File: config.mk
export PLATFORM = sky130hd
export DESIGN_NAME = flash_key_and_array_select
export DESIGN_NICKNAME = d
export VERILOG_FILES = /design/src/logic/flash_key_pkg.sv /design/src/logic/axi_lite_regs.sv /design/src/logic/download_engine.sv /design/src/logic/flash_key_and_array_select.sv
export VERILOG_INCLUDE_DIRS = /design/src /design/src/logic
export SDC_FILE = /design/constraint.sdc
export NUM_CORES = 1
export LEC_CHECK = 0
export BUFFER_PORTS_ARGS = -buffer_cell sky130_fd_sc_hd__buf_2
export CORE_MARGIN = 2
export CORE_UTILIZATION = 45
export CTS_CLUSTER_SIZE = 25
export DETAILED_ROUTE_END_ITERATION = 8
export GPL_TIMING_DRIVEN = 0
export PLACE_DENSITY_LB_ADDON = 0.08
export SLEW_MARGIN = 30
export SYNTH_ARGS = -nofsm -noshare
export SYNTH_HDL_FRONTEND = slang
export SYNTH_SLANG_ARGS = --single-unit
File: constraint.sdc
create_clock -name aclk -period 3.25 [get_ports aclk]
set_clock_uncertainty 0.15 [all_clocks]
set_input_delay 0.4875 -clock aclk [delete_from_list [all_inputs] [get_ports aclk]]
set_output_delay 0.4875 -clock aclk [all_outputs]
set_load 0.02 [all_outputs]
File: src/logic/flash_key_defs.svh
// offsets, field positions, reset values and key codes of the flash key and array select block
`ifndef FLASH_KEY_DEFS_SVH
`define FLASH_KEY_DEFS_SVH

`define FKS_ADDR_W          8
`define OFS_ERASE_SEL       8'h00
`define OFS_KEY             8'h04
`define OFS_ARRAY_SEL       8'h08
`define OFS_DL_CTRL         8'h0C
`define OFS_STATUS          8'h10

`define ERASE_SEL_RESET     8'h00
`define KEY_RESET           8'h00
`define ARRAY_USER_RESET    8'h00
`define ARRAY_BOOT          8'hAA
`define KEY_DOWNLOAD        8'hA5
`define KEY_PROG_ERASE      8'h5A
`define DEST_UNIT_MAX       8'h03

`define ERASE_CHOOSE_BIT    0
`define DL_REQ_BIT          0
`define ST_DL_BUSY_BIT      0
`define ST_PE_ENABLE_BIT    1
`define ST_BOOT_ARRAY_BIT   2
`define ST_PE_REFUSED_BIT   3

`define RESP_OKAY           2'h0
`define RESP_SLVERR         2'h2

`define ROUTINE_WORDS       16
`define UNIT_WORD_AW        10

`endif

File: src/logic/flash_key_pkg.sv
// state types of the flash key and array select block
`default_nettype none
package flash_key_pkg;
  typedef enum logic [2:0] {
    PE_IDLE    = 3'h1,
    PE_RUN     = 3'h2,
    PE_REFUSED = 3'h4
  } pe_state_t;
  typedef enum logic [1:0] {
    DL_IDLE = 2'h1,
    DL_COPY = 2'h2
  } dl_state_t;
endpackage : flash_key_pkg
`default_nettype wire

File: src/logic/axi_lite_regs.sv
// axi4-lite slave front end turning bus transfers into register strobes
`include "flash_key_defs.svh"
`default_nettype none
module axi_lite_regs #(
  parameter int AW = 8
) (
  input  wire logic          aclk,
  input  wire logic          aresetn,
  input  wire logic [AW-1:0] awaddr,
  input  wire logic          awvalid,
  output logic               awready,
  input  wire logic [31:0]   wdata,
  input  wire logic [3:0]    wstrb,
  input  wire logic          wvalid,
  output logic               wready,
  output logic [1:0]         bresp,
  output logic               bvalid,
  input  wire logic          bready,
  input  wire logic [AW-1:0] araddr,
  input  wire logic          arvalid,
  output logic               arready,
  output logic [31:0]        rdata,
  output logic [1:0]         rresp,
  output logic               rvalid,
  input  wire logic          rready,
  output logic               wr_stb,
  output logic [AW-1:0]      wr_addr,
  output logic [31:0]        wr_data,
  input  wire logic          wr_ok,
  output logic [AW-1:0]      rd_addr,
  input  wire logic [31:0]   rd_data,
  input  wire logic          rd_ok
);
  logic          aw_held;
  logic          w_held;
  logic [3:0]    strb_held;
  wire           wr_fire;
  wire           rd_fire;

  assign awready = ~aw_held;
  assign wready  = ~w_held;
  assign arready = ~rvalid;
  assign rd_addr = araddr;
  assign wr_fire = aw_held & w_held & ~bvalid;
  // a write without lane 0 is answered but stores nothing
  assign wr_stb  = wr_fire & strb_held[0];
  assign rd_fire = arvalid & ~rvalid;

  always_ff @(posedge aclk) begin
    if (!aresetn) begin
      aw_held   <= 1'b0;
      w_held    <= 1'b0;
      strb_held <= 4'h0;
      wr_addr   <= '0;
      wr_data   <= 32'h0000_0000;
      bvalid    <= 1'b0;
      bresp     <= `RESP_OKAY;
    end else begin
      if (awvalid && !aw_held) begin
        aw_held <= 1'b1;
        wr_addr <= awaddr;
      end
      if (wvalid && !w_held) begin
        w_held    <= 1'b1;
        wr_data   <= wdata;
        strb_held <= wstrb;
      end
      if (wr_fire) begin
        aw_held <= 1'b0;
        w_held  <= 1'b0;
        bvalid  <= 1'b1;
        bresp   <= wr_ok ? `RESP_OKAY : `RESP_SLVERR;
      end else if (bready) begin
        bvalid <= 1'b0;
      end
    end
  end

  always_ff @(posedge aclk) begin
    if (!aresetn) begin
      rvalid <= 1'b0;
      rdata  <= 32'h0000_0000;
      rresp  <= `RESP_OKAY;
    end else if (rd_fire) begin
      rvalid <= 1'b1;
      rdata  <= rd_data;
      rresp  <= rd_ok ? `RESP_OKAY : `RESP_SLVERR;
    end else if (rready) begin
      rvalid <= 1'b0;
    end
  end
endmodule : axi_lite_regs
`default_nettype wire

File: src/logic/download_engine.sv
// word copier that moves a routine from its store into on-chip ram
`default_nettype none
module download_engine #(
  parameter int WORDS  = 16,
  parameter int UNIT_W = 10
) (
  input  wire logic              aclk,
  input  wire logic              aresetn,
  input  wire logic              start,
  input  wire logic [1:0]        dest_unit,
  output logic [UNIT_W-1:0]      rom_addr,
  input  wire logic [31:0]       rom_data,
  output logic                   ram_wr_en,
  output logic [UNIT_W+1:0]      ram_wr_addr,
  output logic [31:0]            ram_wr_data,
  output logic                   done
);
  logic              active;
  logic              pend;
  logic              pend_last;
  logic [1:0]        unit;
  logic [UNIT_W-1:0] pend_idx;
  wire               at_last;

  assign at_last = (rom_addr == UNIT_W'(WORDS - 1));

  always_ff @(posedge aclk) begin
    if (!aresetn) begin
      active      <= 1'b0;
      pend        <= 1'b0;
      pend_last   <= 1'b0;
      unit        <= 2'h0;
      pend_idx    <= '0;
      rom_addr    <= '0;
      ram_wr_en   <= 1'b0;
      ram_wr_addr <= '0;
      ram_wr_data <= 32'h0000_0000;
      done        <= 1'b0;
    end else begin
      // store data arrive one cycle after the address, hence the pending stage
      pend      <= active;
      pend_last <= active & at_last;
      pend_idx  <= rom_addr;
      ram_wr_en <= pend;
      done      <= pend & pend_last;
      if (pend) begin
        ram_wr_addr <= {unit, pend_idx};
        ram_wr_data <= rom_data;
      end
      if (start && !active) begin
        active   <= 1'b1;
        unit     <= dest_unit;
        rom_addr <= '0;
      end else if (active) begin
        if (at_last) begin
          active <= 1'b0;
        end else begin
          rom_addr <= rom_addr + UNIT_W'(1);
        end
      end
    end
  end
endmodule : download_engine
`default_nettype wire

File: src/logic/flash_key_and_array_select.sv
// flash key, erase routine select and array select registers with download and protection control
// Behaviour
// - erase select bits 7..1 read zero
// - erase choose bit resets 0, 1 selects
// - erase choose clears after routine copied
// - key resets 00; download needs A5
// - program/erase allowed only with key 5A
// - AA selects boot array, else user
// - array select resets AA in user boot
// - array select written only from ram
// - boot array unprogrammable in user program mode
// - download copies chosen routine to destination
// - download request clears itself, reads zero
`include "flash_key_defs.svh"
`default_nettype none
module flash_key_and_array_select #(
  parameter int ROUTINE_WORDS = `ROUTINE_WORDS,
  parameter int UNIT_WORD_AW  = `UNIT_WORD_AW
) (
  input  wire logic                    aclk,
  input  wire logic                    aresetn,
  input  wire logic [`FKS_ADDR_W-1:0]  s_axi_awaddr,
  input  wire logic                    s_axi_awvalid,
  output logic                         s_axi_awready,
  input  wire logic [31:0]             s_axi_wdata,
  input  wire logic [3:0]              s_axi_wstrb,
  input  wire logic                    s_axi_wvalid,
  output logic                         s_axi_wready,
  output logic [1:0]                   s_axi_bresp,
  output logic                         s_axi_bvalid,
  input  wire logic                    s_axi_bready,
  input  wire logic [`FKS_ADDR_W-1:0]  s_axi_araddr,
  input  wire logic                    s_axi_arvalid,
  output logic                         s_axi_arready,
  output logic [31:0]                  s_axi_rdata,
  output logic [1:0]                   s_axi_rresp,
  output logic                         s_axi_rvalid,
  input  wire logic                    s_axi_rready,
  input  wire logic                    user_boot_mode,
  input  wire logic                    boot_mode,
  input  wire logic                    external_programmer_mode,
  input  wire logic                    user_program_mode,
  input  wire logic                    cpu_in_ram,
  input  wire logic                    program_routine_choose,
  input  wire logic [7:0]              download_destination_address,
  input  wire logic                    pe_start,
  input  wire logic                    pe_done,
  output logic                         program_erase_enable,
  output logic                         boot_array_selected,
  output logic                         erase_routine_fetch,
  output logic [UNIT_WORD_AW-1:0]      rom_addr,
  input  wire logic [31:0]             rom_data,
  output logic                         ram_wr_en,
  output logic [UNIT_WORD_AW+1:0]      ram_wr_addr,
  output logic [31:0]                  ram_wr_data,
  output logic                         download_busy
);
  if (ROUTINE_WORDS < 1 || ROUTINE_WORDS > (1 << UNIT_WORD_AW)) begin : bad_routine_words
    $error("ROUTINE_WORDS must be between 1 and one destination unit");
  end

  function automatic logic is_ofs(input logic [`FKS_ADDR_W-1:0] addr,
                                  input logic [`FKS_ADDR_W-1:0] ofs);
    is_ofs = (addr == ofs);
  endfunction : is_ofs

  // bus side
  logic                     wr_stb;
  logic [`FKS_ADDR_W-1:0]   wr_addr;
  logic [31:0]              wr_data;
  logic [`FKS_ADDR_W-1:0]   rd_addr;
  logic [31:0]              rd_data;

  // registers
  logic                     erase_routine_choose;
  logic [7:0]               flash_key;
  logic [7:0]               flash_array_select;
  logic                     pe_refused;
  flash_key_pkg::pe_state_t pe_state;
  flash_key_pkg::pe_state_t next_pe_state;
  flash_key_pkg::dl_state_t dl_state;
  flash_key_pkg::dl_state_t next_dl_state;
  logic                     routine_is_erase;
  logic                     copy_done;

  // write decode
  wire wr_erase_sel = wr_stb & is_ofs(wr_addr, `OFS_ERASE_SEL);
  wire wr_key       = wr_stb & is_ofs(wr_addr, `OFS_KEY);
  wire wr_array_sel = wr_stb & is_ofs(wr_addr, `OFS_ARRAY_SEL);
  wire wr_dl_ctrl   = wr_stb & is_ofs(wr_addr, `OFS_DL_CTRL);
  wire wr_mapped    = is_ofs(wr_addr, `OFS_ERASE_SEL) | is_ofs(wr_addr, `OFS_KEY) |
                      is_ofs(wr_addr, `OFS_ARRAY_SEL) | is_ofs(wr_addr, `OFS_DL_CTRL) |
                      is_ofs(wr_addr, `OFS_STATUS);

  // read decode
  wire rd_erase_sel = is_ofs(rd_addr, `OFS_ERASE_SEL);
  wire rd_key       = is_ofs(rd_addr, `OFS_KEY);
  wire rd_array_sel = is_ofs(rd_addr, `OFS_ARRAY_SEL);
  wire rd_dl_ctrl   = is_ofs(rd_addr, `OFS_DL_CTRL);
  wire rd_status    = is_ofs(rd_addr, `OFS_STATUS);
  wire rd_mapped    = rd_erase_sel | rd_key | rd_array_sel | rd_dl_ctrl | rd_status;

  // download request: key value present at the write decides
  wire dest_in_range = (download_destination_address <= `DEST_UNIT_MAX);
  wire routine_chosen = erase_routine_choose | program_routine_choose;
  wire dl_accept = wr_dl_ctrl & wr_data[`DL_REQ_BIT]
                 & (flash_key == `KEY_DOWNLOAD)
                 & cpu_in_ram & routine_chosen & dest_in_range
                 & (dl_state == flash_key_pkg::DL_IDLE);

  // program/erase permission, sampled at the start pulse
  wire key_allows_pe  = (flash_key == `KEY_PROG_ERASE);
  wire boot_array_ok  = ~boot_array_selected
                      | ((boot_mode | external_programmer_mode) & ~user_program_mode);
  wire pe_allowed     = key_allows_pe & boot_array_ok;

  // status word
  wire [31:0] status_word = {28'h0,
                             pe_refused,
                             boot_array_selected,
                             program_erase_enable,
                             download_busy};

  assign boot_array_selected  = (flash_array_select == `ARRAY_BOOT);
  assign program_erase_enable = (pe_state == flash_key_pkg::PE_RUN);
  assign download_busy        = (dl_state == flash_key_pkg::DL_COPY);
  assign erase_routine_fetch  = routine_is_erase;

  // reserved bits of the erase select read zero; download request reads zero
  assign rd_data = rd_erase_sel ? {31'h0, erase_routine_choose} :
                   rd_key       ? {24'h0, flash_key} :
                   rd_array_sel ? {24'h0, flash_array_select} :
                   rd_dl_ctrl   ? 32'h0000_0000 :
                   rd_status    ? status_word :
                                  32'h0000_0000;

  axi_lite_regs #(
    .AW (`FKS_ADDR_W)
  ) u_bus (
    .aclk    (aclk),
    .aresetn (aresetn),
    .awaddr  (s_axi_awaddr),
    .awvalid (s_axi_awvalid),
    .awready (s_axi_awready),
    .wdata   (s_axi_wdata),
    .wstrb   (s_axi_wstrb),
    .wvalid  (s_axi_wvalid),
    .wready  (s_axi_wready),
    .bresp   (s_axi_bresp),
    .bvalid  (s_axi_bvalid),
    .bready  (s_axi_bready),
    .araddr  (s_axi_araddr),
    .arvalid (s_axi_arvalid),
    .arready (s_axi_arready),
    .rdata   (s_axi_rdata),
    .rresp   (s_axi_rresp),
    .rvalid  (s_axi_rvalid),
    .rready  (s_axi_rready),
    .wr_stb  (wr_stb),
    .wr_addr (wr_addr),
    .wr_data (wr_data),
    .wr_ok   (wr_mapped),
    .rd_addr (rd_addr),
    .rd_data (rd_data),
    .rd_ok   (rd_mapped)
  );

  download_engine #(
    .WORDS  (ROUTINE_WORDS),
    .UNIT_W (UNIT_WORD_AW)
  ) u_copy (
    .aclk        (aclk),
    .aresetn     (aresetn),
    .start       (dl_accept),
    .dest_unit   (download_destination_address[1:0]),
    .rom_addr    (rom_addr),
    .rom_data    (rom_data),
    .ram_wr_en   (ram_wr_en),
    .ram_wr_addr (ram_wr_addr),
    .ram_wr_data (ram_wr_data),
    .done        (copy_done)
  );

  // erase routine choose; a software write in the completion cycle wins
  always_ff @(posedge aclk) begin
    if (!aresetn) begin
      erase_routine_choose <= 1'(`ERASE_SEL_RESET >> `ERASE_CHOOSE_BIT);
    end else if (wr_erase_sel) begin
      erase_routine_choose <= wr_data[`ERASE_CHOOSE_BIT];
    end else if (copy_done && routine_is_erase) begin
      erase_routine_choose <= 1'b0;
    end
  end

  always_ff @(posedge aclk) begin
    if (!aresetn) begin
      flash_key <= `KEY_RESET;
    end else if (wr_key) begin
      flash_key <= wr_data[7:0];
    end
  end

  // user boot mode is sampled while reset is held, so the first cycle already has it
  always_ff @(posedge aclk) begin
    if (!aresetn) begin
      flash_array_select <= user_boot_mode ? `ARRAY_BOOT : `ARRAY_USER_RESET;
    end else if (wr_array_sel && cpu_in_ram) begin
      flash_array_select <= wr_data[7:0];
    end
  end

  // routine choice is frozen for the whole copy; program wins if both are set
  always_ff @(posedge aclk) begin
    if (!aresetn) begin
      routine_is_erase <= 1'b0;
    end else if (dl_accept) begin
      routine_is_erase <= erase_routine_choose & ~program_routine_choose;
    end
  end

  always_comb begin
    next_dl_state = dl_state;
    case (dl_state)
      flash_key_pkg::DL_IDLE: begin
        if (dl_accept) begin
          next_dl_state = flash_key_pkg::DL_COPY;
        end
      end
      flash_key_pkg::DL_COPY: begin
        if (copy_done) begin
          next_dl_state = flash_key_pkg::DL_IDLE;
        end
      end
      default: begin
        next_dl_state = flash_key_pkg::DL_IDLE;
      end
    endcase
  end

  always_ff @(posedge aclk) begin
    if (!aresetn) begin
      dl_state <= flash_key_pkg::DL_IDLE;
    end else begin
      dl_state <= next_dl_state;
    end
  end

  // a refused operation is held until its done so the array never sees it
  always_comb begin
    next_pe_state = pe_state;
    case (pe_state)
      flash_key_pkg::PE_IDLE: begin
        if (pe_start) begin
          next_pe_state = pe_allowed ? flash_key_pkg::PE_RUN : flash_key_pkg::PE_REFUSED;
        end
      end
      flash_key_pkg::PE_RUN: begin
        if (pe_done) begin
          next_pe_state = flash_key_pkg::PE_IDLE;
        end
      end
      flash_key_pkg::PE_REFUSED: begin
        if (pe_done) begin
          next_pe_state = flash_key_pkg::PE_IDLE;
        end
      end
      default: begin
        next_pe_state = flash_key_pkg::PE_IDLE;
      end
    endcase
  end

  always_ff @(posedge aclk) begin
    if (!aresetn) begin
      pe_state   <= flash_key_pkg::PE_IDLE;
      pe_refused <= 1'b0;
    end else begin
      pe_state <= next_pe_state;
      if (pe_state == flash_key_pkg::PE_IDLE && pe_start) begin
        pe_refused <= ~pe_allowed;
      end
    end
  end
endmodule : flash_key_and_array_select
`default_nettype wire

Yosys cells after proc, flatten, opt, wreduce, memory -nomap -nowiden
Index checks and enable logic that the tools add are counted.
{"block": "op_classes", "addsub": 1, "n_lt_le_gt_ge": 1, "n_eq_ne": 22, "muxes": 26, "n_bitwise": 40, "n_reduce_logical": 20}
{"cell": "$mux 8", "count": 6}
{"cell": "$eq 8x4->1 const B", "count": 4}
{"cell": "$and 1x1->1", "count": 19}
{"cell": "$eq 8x3->1 const B", "count": 2}
{"cell": "$eq 8x5->1 const B", "count": 2}
{"cell": "$eq 8x8->1 const B", "count": 2}
{"cell": "$logic_not 8->1", "count": 2}
{"cell": "$or 1x1->1", "count": 11}
{"cell": "$add 10x1->10 const B", "count": 1}
{"cell": "$eq 10x4->1 const B", "count": 1}
{"cell": "$not 1->1", "count": 10}
{"cell": "$mux 1", "count": 9}
{"cell": "$mux 3", "count": 3}
{"cell": "$eq 8x7->1 const B", "count": 1}
{"cell": "$le 8x2->1 const B", "count": 1}
{"cell": "$mux 2", "count": 4}
{"cell": "$mux 4", "count": 2}
{"cell": "$ne 2x1->1 const B", "count": 4}
{"cell": "$logic_and 1x1->1", "count": 6}
{"cell": "$pmux 3 s2", "count": 1}
{"cell": "$reduce_and 2->1", "count": 3}
{"cell": "$reduce_bool 2->1", "count": 3}
{"cell": "$reduce_or 2->1", "count": 3}
{"cell": "$pmux 2 s2", "count": 1}
{"cell": "other kinds (7)", "count": 9}
{"block": "word_totals", "register_bits": 152, "in_bits": 107, "out_inout_bits": 100, "elab_cells": 137}

Depth between registers and ports, before layout
Gate-level depths: netlist of run 1.
{"block": "depth", "word_depth": 12, "depth_mapped": 5, "mapped_depth_nobuf": 5}

Cells and area by module
Synthesis of run 1 repeated with hierarchy kept, for this count alone.
{"block": "unflattened", "cells_unflattened": 740, "hier_area_um2": 7061.8}
{"module": "axi_lite_regs", "n_inst": 1, "cells_per_inst": 358, "area_each_um2": 3049.2, "seq_area_each_um2": 1581.5}
{"module": "download_engine", "n_inst": 1, "cells_per_inst": 239, "area_each_um2": 2636.3, "seq_area_each_um2": 1421.4}
{"module": "flash_key_and_array_select", "n_inst": 1, "cells_per_inst": 143, "area_each_um2": 1376.3, "seq_area_each_um2": 560.5}

Least setup slack after synthesis of run 1
Ideal clock, no wire load.
{"block": "synth_timing", "path_type": "register to register", "from": "reg u_bus.wr_addr[1]", "to": "reg u_copy.rom_addr[3]", "setup_time_ps": 140, "arrival_time_ps": 2003, "t_required_ps": 2960, "path_slack_ps": 957, "stages_incl_launch_ff": 5, "n_path_buf": 0, "synth_period_minus_slack_ps": 2293, "path_cell_list": "dfxtp_1 or4_4 or4_4 o41ai_4 nor3_1"}
{"block": "synth_between", "elab_chain_cells": 10}
{"element": "start: declaration", "line_no": "axi_lite_regs.sv:27", "text": "output logic [AW-1:0] wr_addr,"}
{"element": "start signal: assignment", "line_no": "axi_lite_regs.sv:61", "text": "wr_addr <= awaddr;"}
{"element": "$eq 8x4->1", "line_no": "flash_key_and_array_select.sv:64", "text": "is_ofs = (addr == ofs);"}
{"element": "$and 1x1->1", "line_no": "flash_key_and_array_select.sv:90", "text": "wire wr_dl_ctrl = wr_stb & is_ofs(wr_addr, `OFS_DL_CTRL);"}
{"element": "$and 1x1->1 (6 in series)", "line_no": "flash_key_and_array_select.sv:106", "text": "wire dl_accept = wr_dl_ctrl & wr_data[`DL_REQ_BIT]"}
{"element": "$logic_and 1x1->1", "line_no": "download_engine.sv:50", "text": "if (start && !active) begin"}
{"element": "$reduce_or 2->1 (no line)"}
{"element": "end signal: assignment", "line_no": "download_engine.sv:58", "text": "rom_addr <= rom_addr + UNIT_W'(1);"}
{"element": "end: declaration", "line_no": "download_engine.sv:11", "text": "output logic [UNIT_W-1:0] rom_addr,"}
Every way passes these cells.
A chain may end at the register's enable or synchronous reset.

Final worst setup path of run 1
{"block": "layout_timing", "from": "reg u_bus.wr_addr[1]", "to": "reg flash_array_select[0] (enable)"}
{"block": "layout_between", "elab_chain_cells": 4}
{"element": "$eq 8x4->1", "line_no": "flash_key_and_array_select.sv:64"}
{"element": "$and 1x1->1", "line_no": "flash_key_and_array_select.sv:89", "text": "wire wr_array_sel = wr_stb & is_ofs(wr_addr, `OFS_ARRAY_SEL);"}
{"element": "$logic_and 1x1->1", "line_no": "flash_key_and_array_select.sv:207", "text": "end else if (wr_array_sel && cpu_in_ram) begin"}
{"element": "$ne 2x1->1 (no line)"}
{"element": "end signal: assignment", "line_no": "flash_key_and_array_select.sv:206", "text": "flash_array_select <= user_boot_mode ? `ARRAY_BOOT : `ARRAY_USER_RESET;"}
{"element": "end signal: assignment", "line_no": "flash_key_and_array_select.sv:208", "text": "flash_array_select <= wr_data[7:0];"}
{"element": "end: declaration", "line_no": "flash_key_and_array_select.sv:77", "text": "logic [7:0] flash_array_select;"}
Every way passes these cells.

==> results of run 1 <==
[per-layer routing]
layer / GRT usage / vias up / part of all wire
li1: - / 2207 / -
met4: 0.0758 / 0 / 0.0086
met3: 0.0530 / 9 / 0.061
met2: 0.335 / 133 / 0.47
met1: 0.261 / 1972 / 0.46
met5: 0 / - / 0
[worst paths after layout]
path | cells past startpoint | slack [ns] | start | endpoint
max | 4 | 0.66 | u_bus.wr_addr[1]$_SDFFE_PN0P_ | flash_array_select[0]$_SDFFCE_PN0P_
min | 3 | 0.17 | s_axi_wvalid | u_bus.w_held$_SDFFE_PP0P_
max reg2reg | 4 | 0.66 | u_bus.wr_addr[1]$_SDFFE_PN0P_ | flash_array_select[0]$_SDFFCE_PN0P_
min reg2reg | 2 | 0.30 | u_bus.rdata[1]$_SDFFE_PN0P_ | u_bus.rdata[1]$_SDFFE_PN0P_
[layout make-up]
class / instances / area share
timing repair buffer: 152 / 0.112
multi-input combinational: 375 / 0.340
buffer: 53 / 0.0448
clock buffer: 26 / 0.0781
sequential: 126 / 0.383
tap: 143 / 0.0263
inverter: 8 / 0.00442
clock inverter: 5 / 0.0111
[logic make-up after synthesis]
family                     share of synthesized area
and+or+nand+nor                                0.208
DFF                                            0.505
AOI/OAI and AO/OA                              0.102
buffers and inverters                         0.0649
adders and majority gates                    0.00243
xor gates and xnor gates                     0.00850
muxes                                          0.109
other                                       0.000728
[per-stage QoR]
step	power [uW]	setup slack, ns	util	hold slack, ns	area, um^2
2_1_floorplan	1790	0.957	-	0.284	5250
3_3_place_gp	1880	0.693	0.549	0.293	6180
3_5_place_dp	1890	0.680	0.549	0.300	6180
4_1_cts	3790	0.681	0.602	0.149	6790
5_1_grt	3880	0.548	0.602	0.159	6790
6_report	3750	0.664	0.602	0.168	6790
[power breakdown]
group	leakage, uW	total [uW]	switching [uW]	internal, uW
Combinational	0.00167	247	145	102
Clock	0.000301	1890	622	1270
Sequential	0.00104	1610	20.5	1590
[registers in the layout, indices dropped and copies added (netlist names), 2 cells and up]
name                cells
u_bus.wr_data           8
u_bus.wr_addr           8
u_copy.ram_wr_addr     12
u_copy.ram_wr_data     32
u_copy.rom_addr        10
flash_array_select      8
dl_state                2
pe_state                3
u_copy.unit             2
u_bus.rdata             8
flash_key               8
u_copy.pend_idx        10
[worst reg2reg max path, cell delays in order (launching register included)]
cell,delay (ns)
dfxtp_1,0.30
or4_4,0.57
nor4_1,0.38
clkbuf_1,0.40
a41o_1,0.46
[layout by cell type (no fill, tap or decap), drive strengths merged, types with 3 or more instances in the layout]
master    n
and4      4
a21oi    30
nand3b    6
nand2b    7
a22oi     5
nor4bb    3
nand2    44
buf     187
o21ai    15
or4       4
conb     26
mux2i    55
nor4      6
nor2b    10
dfxtp   118
nand3    11
edfxtp    8
clkbuf   44
clkinv    3
xor2      5
nor2     79
and2     17
nand4     4
and3      4
o41ai     4
a22o      4
inv       8
==> impl_metrics.toml, run 1 <==
[place]
dp_hpwl_mm = 9.47
dp.cells = 857
place_congestion = 0.852
portBuffers = 152

[sta]
relSlewSlack = 0.481
rsz0062_at_grt = "false"
hold_viol = 0
fin_crit_ns = 2.59
setup_viol = 0
drv_slew = 0
final.setup.tns_ns = 0
clock.fmax_mhz = 387
min_period_over_period = 0.796
worst_pin_slew_ns = 0.768

[worst_setup_path]
path_cells = "or4_4 > nor4_1 > clkbuf_1 > a41o_1"
crit_path_max_incr_delay_ns = 0.57
worst_ep_required_time_ns = 3.16
critPathTopFamily = "simple AND/OR/NAND/NOR gates"
crit_buf_inv = 1
cp.arrival_ns = 2.50
worst-setup-path-type = "register to register"
crit_path_top_delay_cell = "or4_4"
crit_fanout = 10
worstSetupStartpointType = "register"
end_kind = "register"

[floorplanning]
core_um2 = 11300
die_area_um2 = 12300
start_util = 0.457
die_w_um = 111
pin_count = 207
die_h_um = 111
rows = 39

[synth]
async_flop_share = 0
syn_inst = 537
synth_top_cell_by_area = "dfxtp_1"
yosysTopAreaCellShare = 0.459
yosys_warnings = 0
syn_area_per_cell_um2 = 9.59
synth_common_cells = "dfxtp_1, nor2_1, mux2i_1"
syn_area_um2 = 5150
synth_seq_cells = 126
synth.area.top_cells = "dfxtp_1, mux2i_1, nor2_1"
ys.flop_type = "dfxtp_1"
ys_types = 57
synth_edf_count = 8
synth.most_common_cell = "dfxtp_1"
ys_seq_area_frac = 0.505

[detailed_routing]
dr.pass1.iters = 4
drt_iter0_markers = 165
wl_per_cell_um = 14.1
wirelength_mm = 12.5
num_vias = 4321
antenna_left = 0
vias_per_cell = 4.87
drc = 0

[global_routing]
grt_start_max_net_pins = 17
grt_pass1_wl_mm = 20.0
grt_usage = 0.205
grt_overflow = 0
grt_pass1_vias = 4078
antenna_found_initial = 0

[clock_tree]
clockRootBuffer = "clkbuf_16"
clkTransAtPathRegs_ns = 0.05
postCtsSetupRepairBufs = 0
cts_buffers = 17
htreeDepth = 4
insertion_delay_ns = 0.40
cts_tree = "yes"
cts_sinks = 126
cts_hold_buf = 0
cts_buffer_depth = 2
cts_resized = 0

[power]
leakage_uw = 0.00301
vdd.ir_drop.worst_mv = 0.306
powerDensity_nw_per_um2 = 552

[finish]
seqCellArea_um2 = 2600
nets = 841
stdcell_count = 888
fill_cells = 1025
antenna_cells = 0
area_growth_pct = 31.8
multi_input_area_um2 = 2310
final_layout_size_suffix_gt1_frac = 0.290

[outcome]
outcome = "completed"

[flow_run]
max_cap_viol_count = 0

[hold_path]
hold_path.class = "primary input to register"
Power figures use the tool's default switching activity.
==> inputs of run 2 (changes only) <==
Settings changed: ABC_AREA from default to 1.
Clock period 3.25 ns to 2.5 ns, I/O delays scaled along.
==> run 2 against run 1 <==
  * Worst hold slack worse by 0.14 ns
  * Clock power is 24% higher
  * Clock-buffer cell count is 6 lower
  * Cell count is 20% higher
  * Critical endpoint is now boot_array_selected
==> impl_metrics.toml, run 2 <==
[sta]
layout_setup_ws_ns = 0.529
fin_crit_ns = 1.97
rsz0062_at_grt = "false"
drv_slew = 0
final.setup.tns_ns = 0
hold_viol = 0
clock.fmax_mhz = 507
worst_pin_slew_ns = 0.648
setup_viol = 0
relSlewSlack = 0.568
min_period_over_period = 0.788

[outcome]
outcome = "completed"

[clock_tree]
clockRootBuffer = "clkbuf_16"
cts_hold_buf = 0
cts_resized = 0
htreeDepth = 4
postCtsSetupRepairBufs = 0
insertion_delay_ns = 0.42
cts_buffer_depth = 2
cts_buffers = 17
clkTransAtPathRegs_ns = 0.06
cts_sinks = 126
cts_tree = "yes"

[worst_setup_path]
worstSetupStartpointType = "register"
worst-setup-path-type = "register to output pin"
r2r_slack_ns = 0.76
end_kind = "output pin"
cp.arrival_ns = 1.45
crit_fanout = 3
worst_ep_required_time_ns = 1.98

[floorplanning]
die_h_um = 114
rows = 40
die_w_um = 114
core_um2 = 11900
start_util = 0.455
pin_count = 207
die_area_um2 = 12900

[global_routing]
grt_usage = 0.221
grt_use_met3 = 0.0638
grt.busiest_layer = "met2"
grt_pass1_vias = 4863
grt_use_met1 = 0.256
use_met2 = 0.380
antenna_found_initial = 0
grt_start_max_net_pins = 17
grt_overflow = 0
grt_pass1_wl_mm = 22.6

[hold_path]
hold_path.class = "primary input to register"

[synth]
syn_inst = 706
synth.most_common_cell = "nor2_1"
ys_types = 42
ys.flop_type = "dfxtp_1"
synth_common_cells = "nor2_1, dfxtp_1, nand2_1"
synth.area.top_cells = "dfxtp_1, nor2_1, nand2_1"
yosys_warnings = 0
syn_area_per_cell_um2 = 7.65
ys_seq_area_frac = 0.482
synth_edf_count = 8
yosysTopAreaCellShare = 0.437
async_flop_share = 0
synth_top_cell_by_area = "dfxtp_1"
syn_area_um2 = 5400
synth_seq_cells = 126

[place]
portBuffers = 152
place_congestion = 0.801
dp_hpwl_mm = 10.6
post-place-ws_ns = 0.316
placed_cell_area_um2 = 6440

[finish]
antenna_cells = 0
final_common_cell = "buf_2"
largest_register = "u_copy.ram_wr_data"
area_growth_pct = 29.5
final_layout_size_suffix_gt1_frac = 0.281
nets = 1010
stdcell_area_um2 = 7000
top_regs = "u_copy.ram_wr_data (32), u_copy.ram_wr_addr (12)"
largest_reg_flops = 32
final_cell_mix = "buf_2, nor2_1, dfxtp_1, nand2_1, o21ai_0"

[detailed_routing]
antenna_left = 0
drc = 0
wirelength_mm = 13.9
dr.pass1.iters = 4
drt_iter0_markers = 249
wl_per_cell_um = 13.0
num_vias = 5087
vias_per_cell = 4.79

[flow_run]
max_cap_viol_count = 0

[power]
vdd.ir_drop.worst_mv = 0.419
leakage_uw = 0.00353
powerDensity_nw_per_um2 = 685
## run 2: cell types whose count changed after synthesis, sizes merged, moves of 7 or more
| cell | change |
|---|---|
| inv | +65 |
| nand3 | +20 |
| mux2i | -55 |
| a21oi | +9 |
| nand2b | -7 |
| nor2 | +78 |
| nand2 | +62 |
| nand4 | +10 |
| nor3 | +10 |
| o21ai | +60 |
| nor2b | -10 |
| and2 | -17 |
## run 2: cells by family (layout without fill, tap and decap cells)
family                   count (synthesis)  in the layout  synth area share
AND/OR/NAND/NOR                        324            324             0.274
buffers and inverters                  130            314             0.114
flip-flops                             126            126             0.482
AO/OA/AOI/OAI                          120            120             0.121
XOR/XNOR                                 4              4           0.00649
adder cells (fa/ha/maj)                  1              1           0.00232
other                                    1             26          0.000694
## run 2: routing by layer
metal / up-vias / routed length [um]
met2: 142 / 6890
met5: - / 0
met3: 30 / 771
met4: 0 / 325
met1: 2311 / 5870
li1: 2604 / -
## run 2: final cells by class
type | count | area, um^2
Timing Repair Buffer | 152 | 761
Tap cell | 147 | 184
Inverter | 76 | 285
Sequential cell | 126 | 2600
Clock inverter | 12 | 110
Clock buffer | 20 | 447
Fill cell | 1143 | 4860
Buffer | 54 | 329
Multi-Input combinational cell | 475 | 2280
## run 2: worst max-delay path, cell delays in order, from the launching register on
cell	delay (ns)
edfxtp_1	0.41
inv_1	0.07
nand4_1	0.10
nor2_1	0.23
buf_2	0.22
## run 2: worst paths after layout
path | start | end | cells past startpoint
worst max register to register | u_copy.rom_addr[0]$_SDFFE_PP0P_ | u_copy.rom_addr[4]$_SDFFE_PP0P_ | 9
worst max-delay path | flash_array_select[2]$_SDFFCE_PN0P_ | boot_array_selected | 4
worst min-delay path | rom_data[16] | u_copy.ram_wr_data[16]$_SDFFE_PN0P_ | 3
worst min register to register | u_copy.pend_last$_SDFF_PN0_ | u_copy.done$_SDFF_PN0_ | 2
## run 2: per-stage QoR
step	total power (uW)	std cells	hold WS (ns)	util
3_5_place_dp	2490	1030	0.253	0.543
3_3_place_gp	2480	1030	0.255	0.543
2_1_floorplan	2370	731	0.244	-
5_1_grt	4950	1062	0.0331	0.590
4_1_cts	4820	1062	0.0163	0.590
6_report	4790	1062	0.0295	0.590
## run 2: power by group
group / leakage (uW) / internal, uW / switching, uW
sequential: 0.00104 / 2070 / 33.1
clock: 0.000268 / 1400 / 943
combinational: 0.00223 / 133 / 212
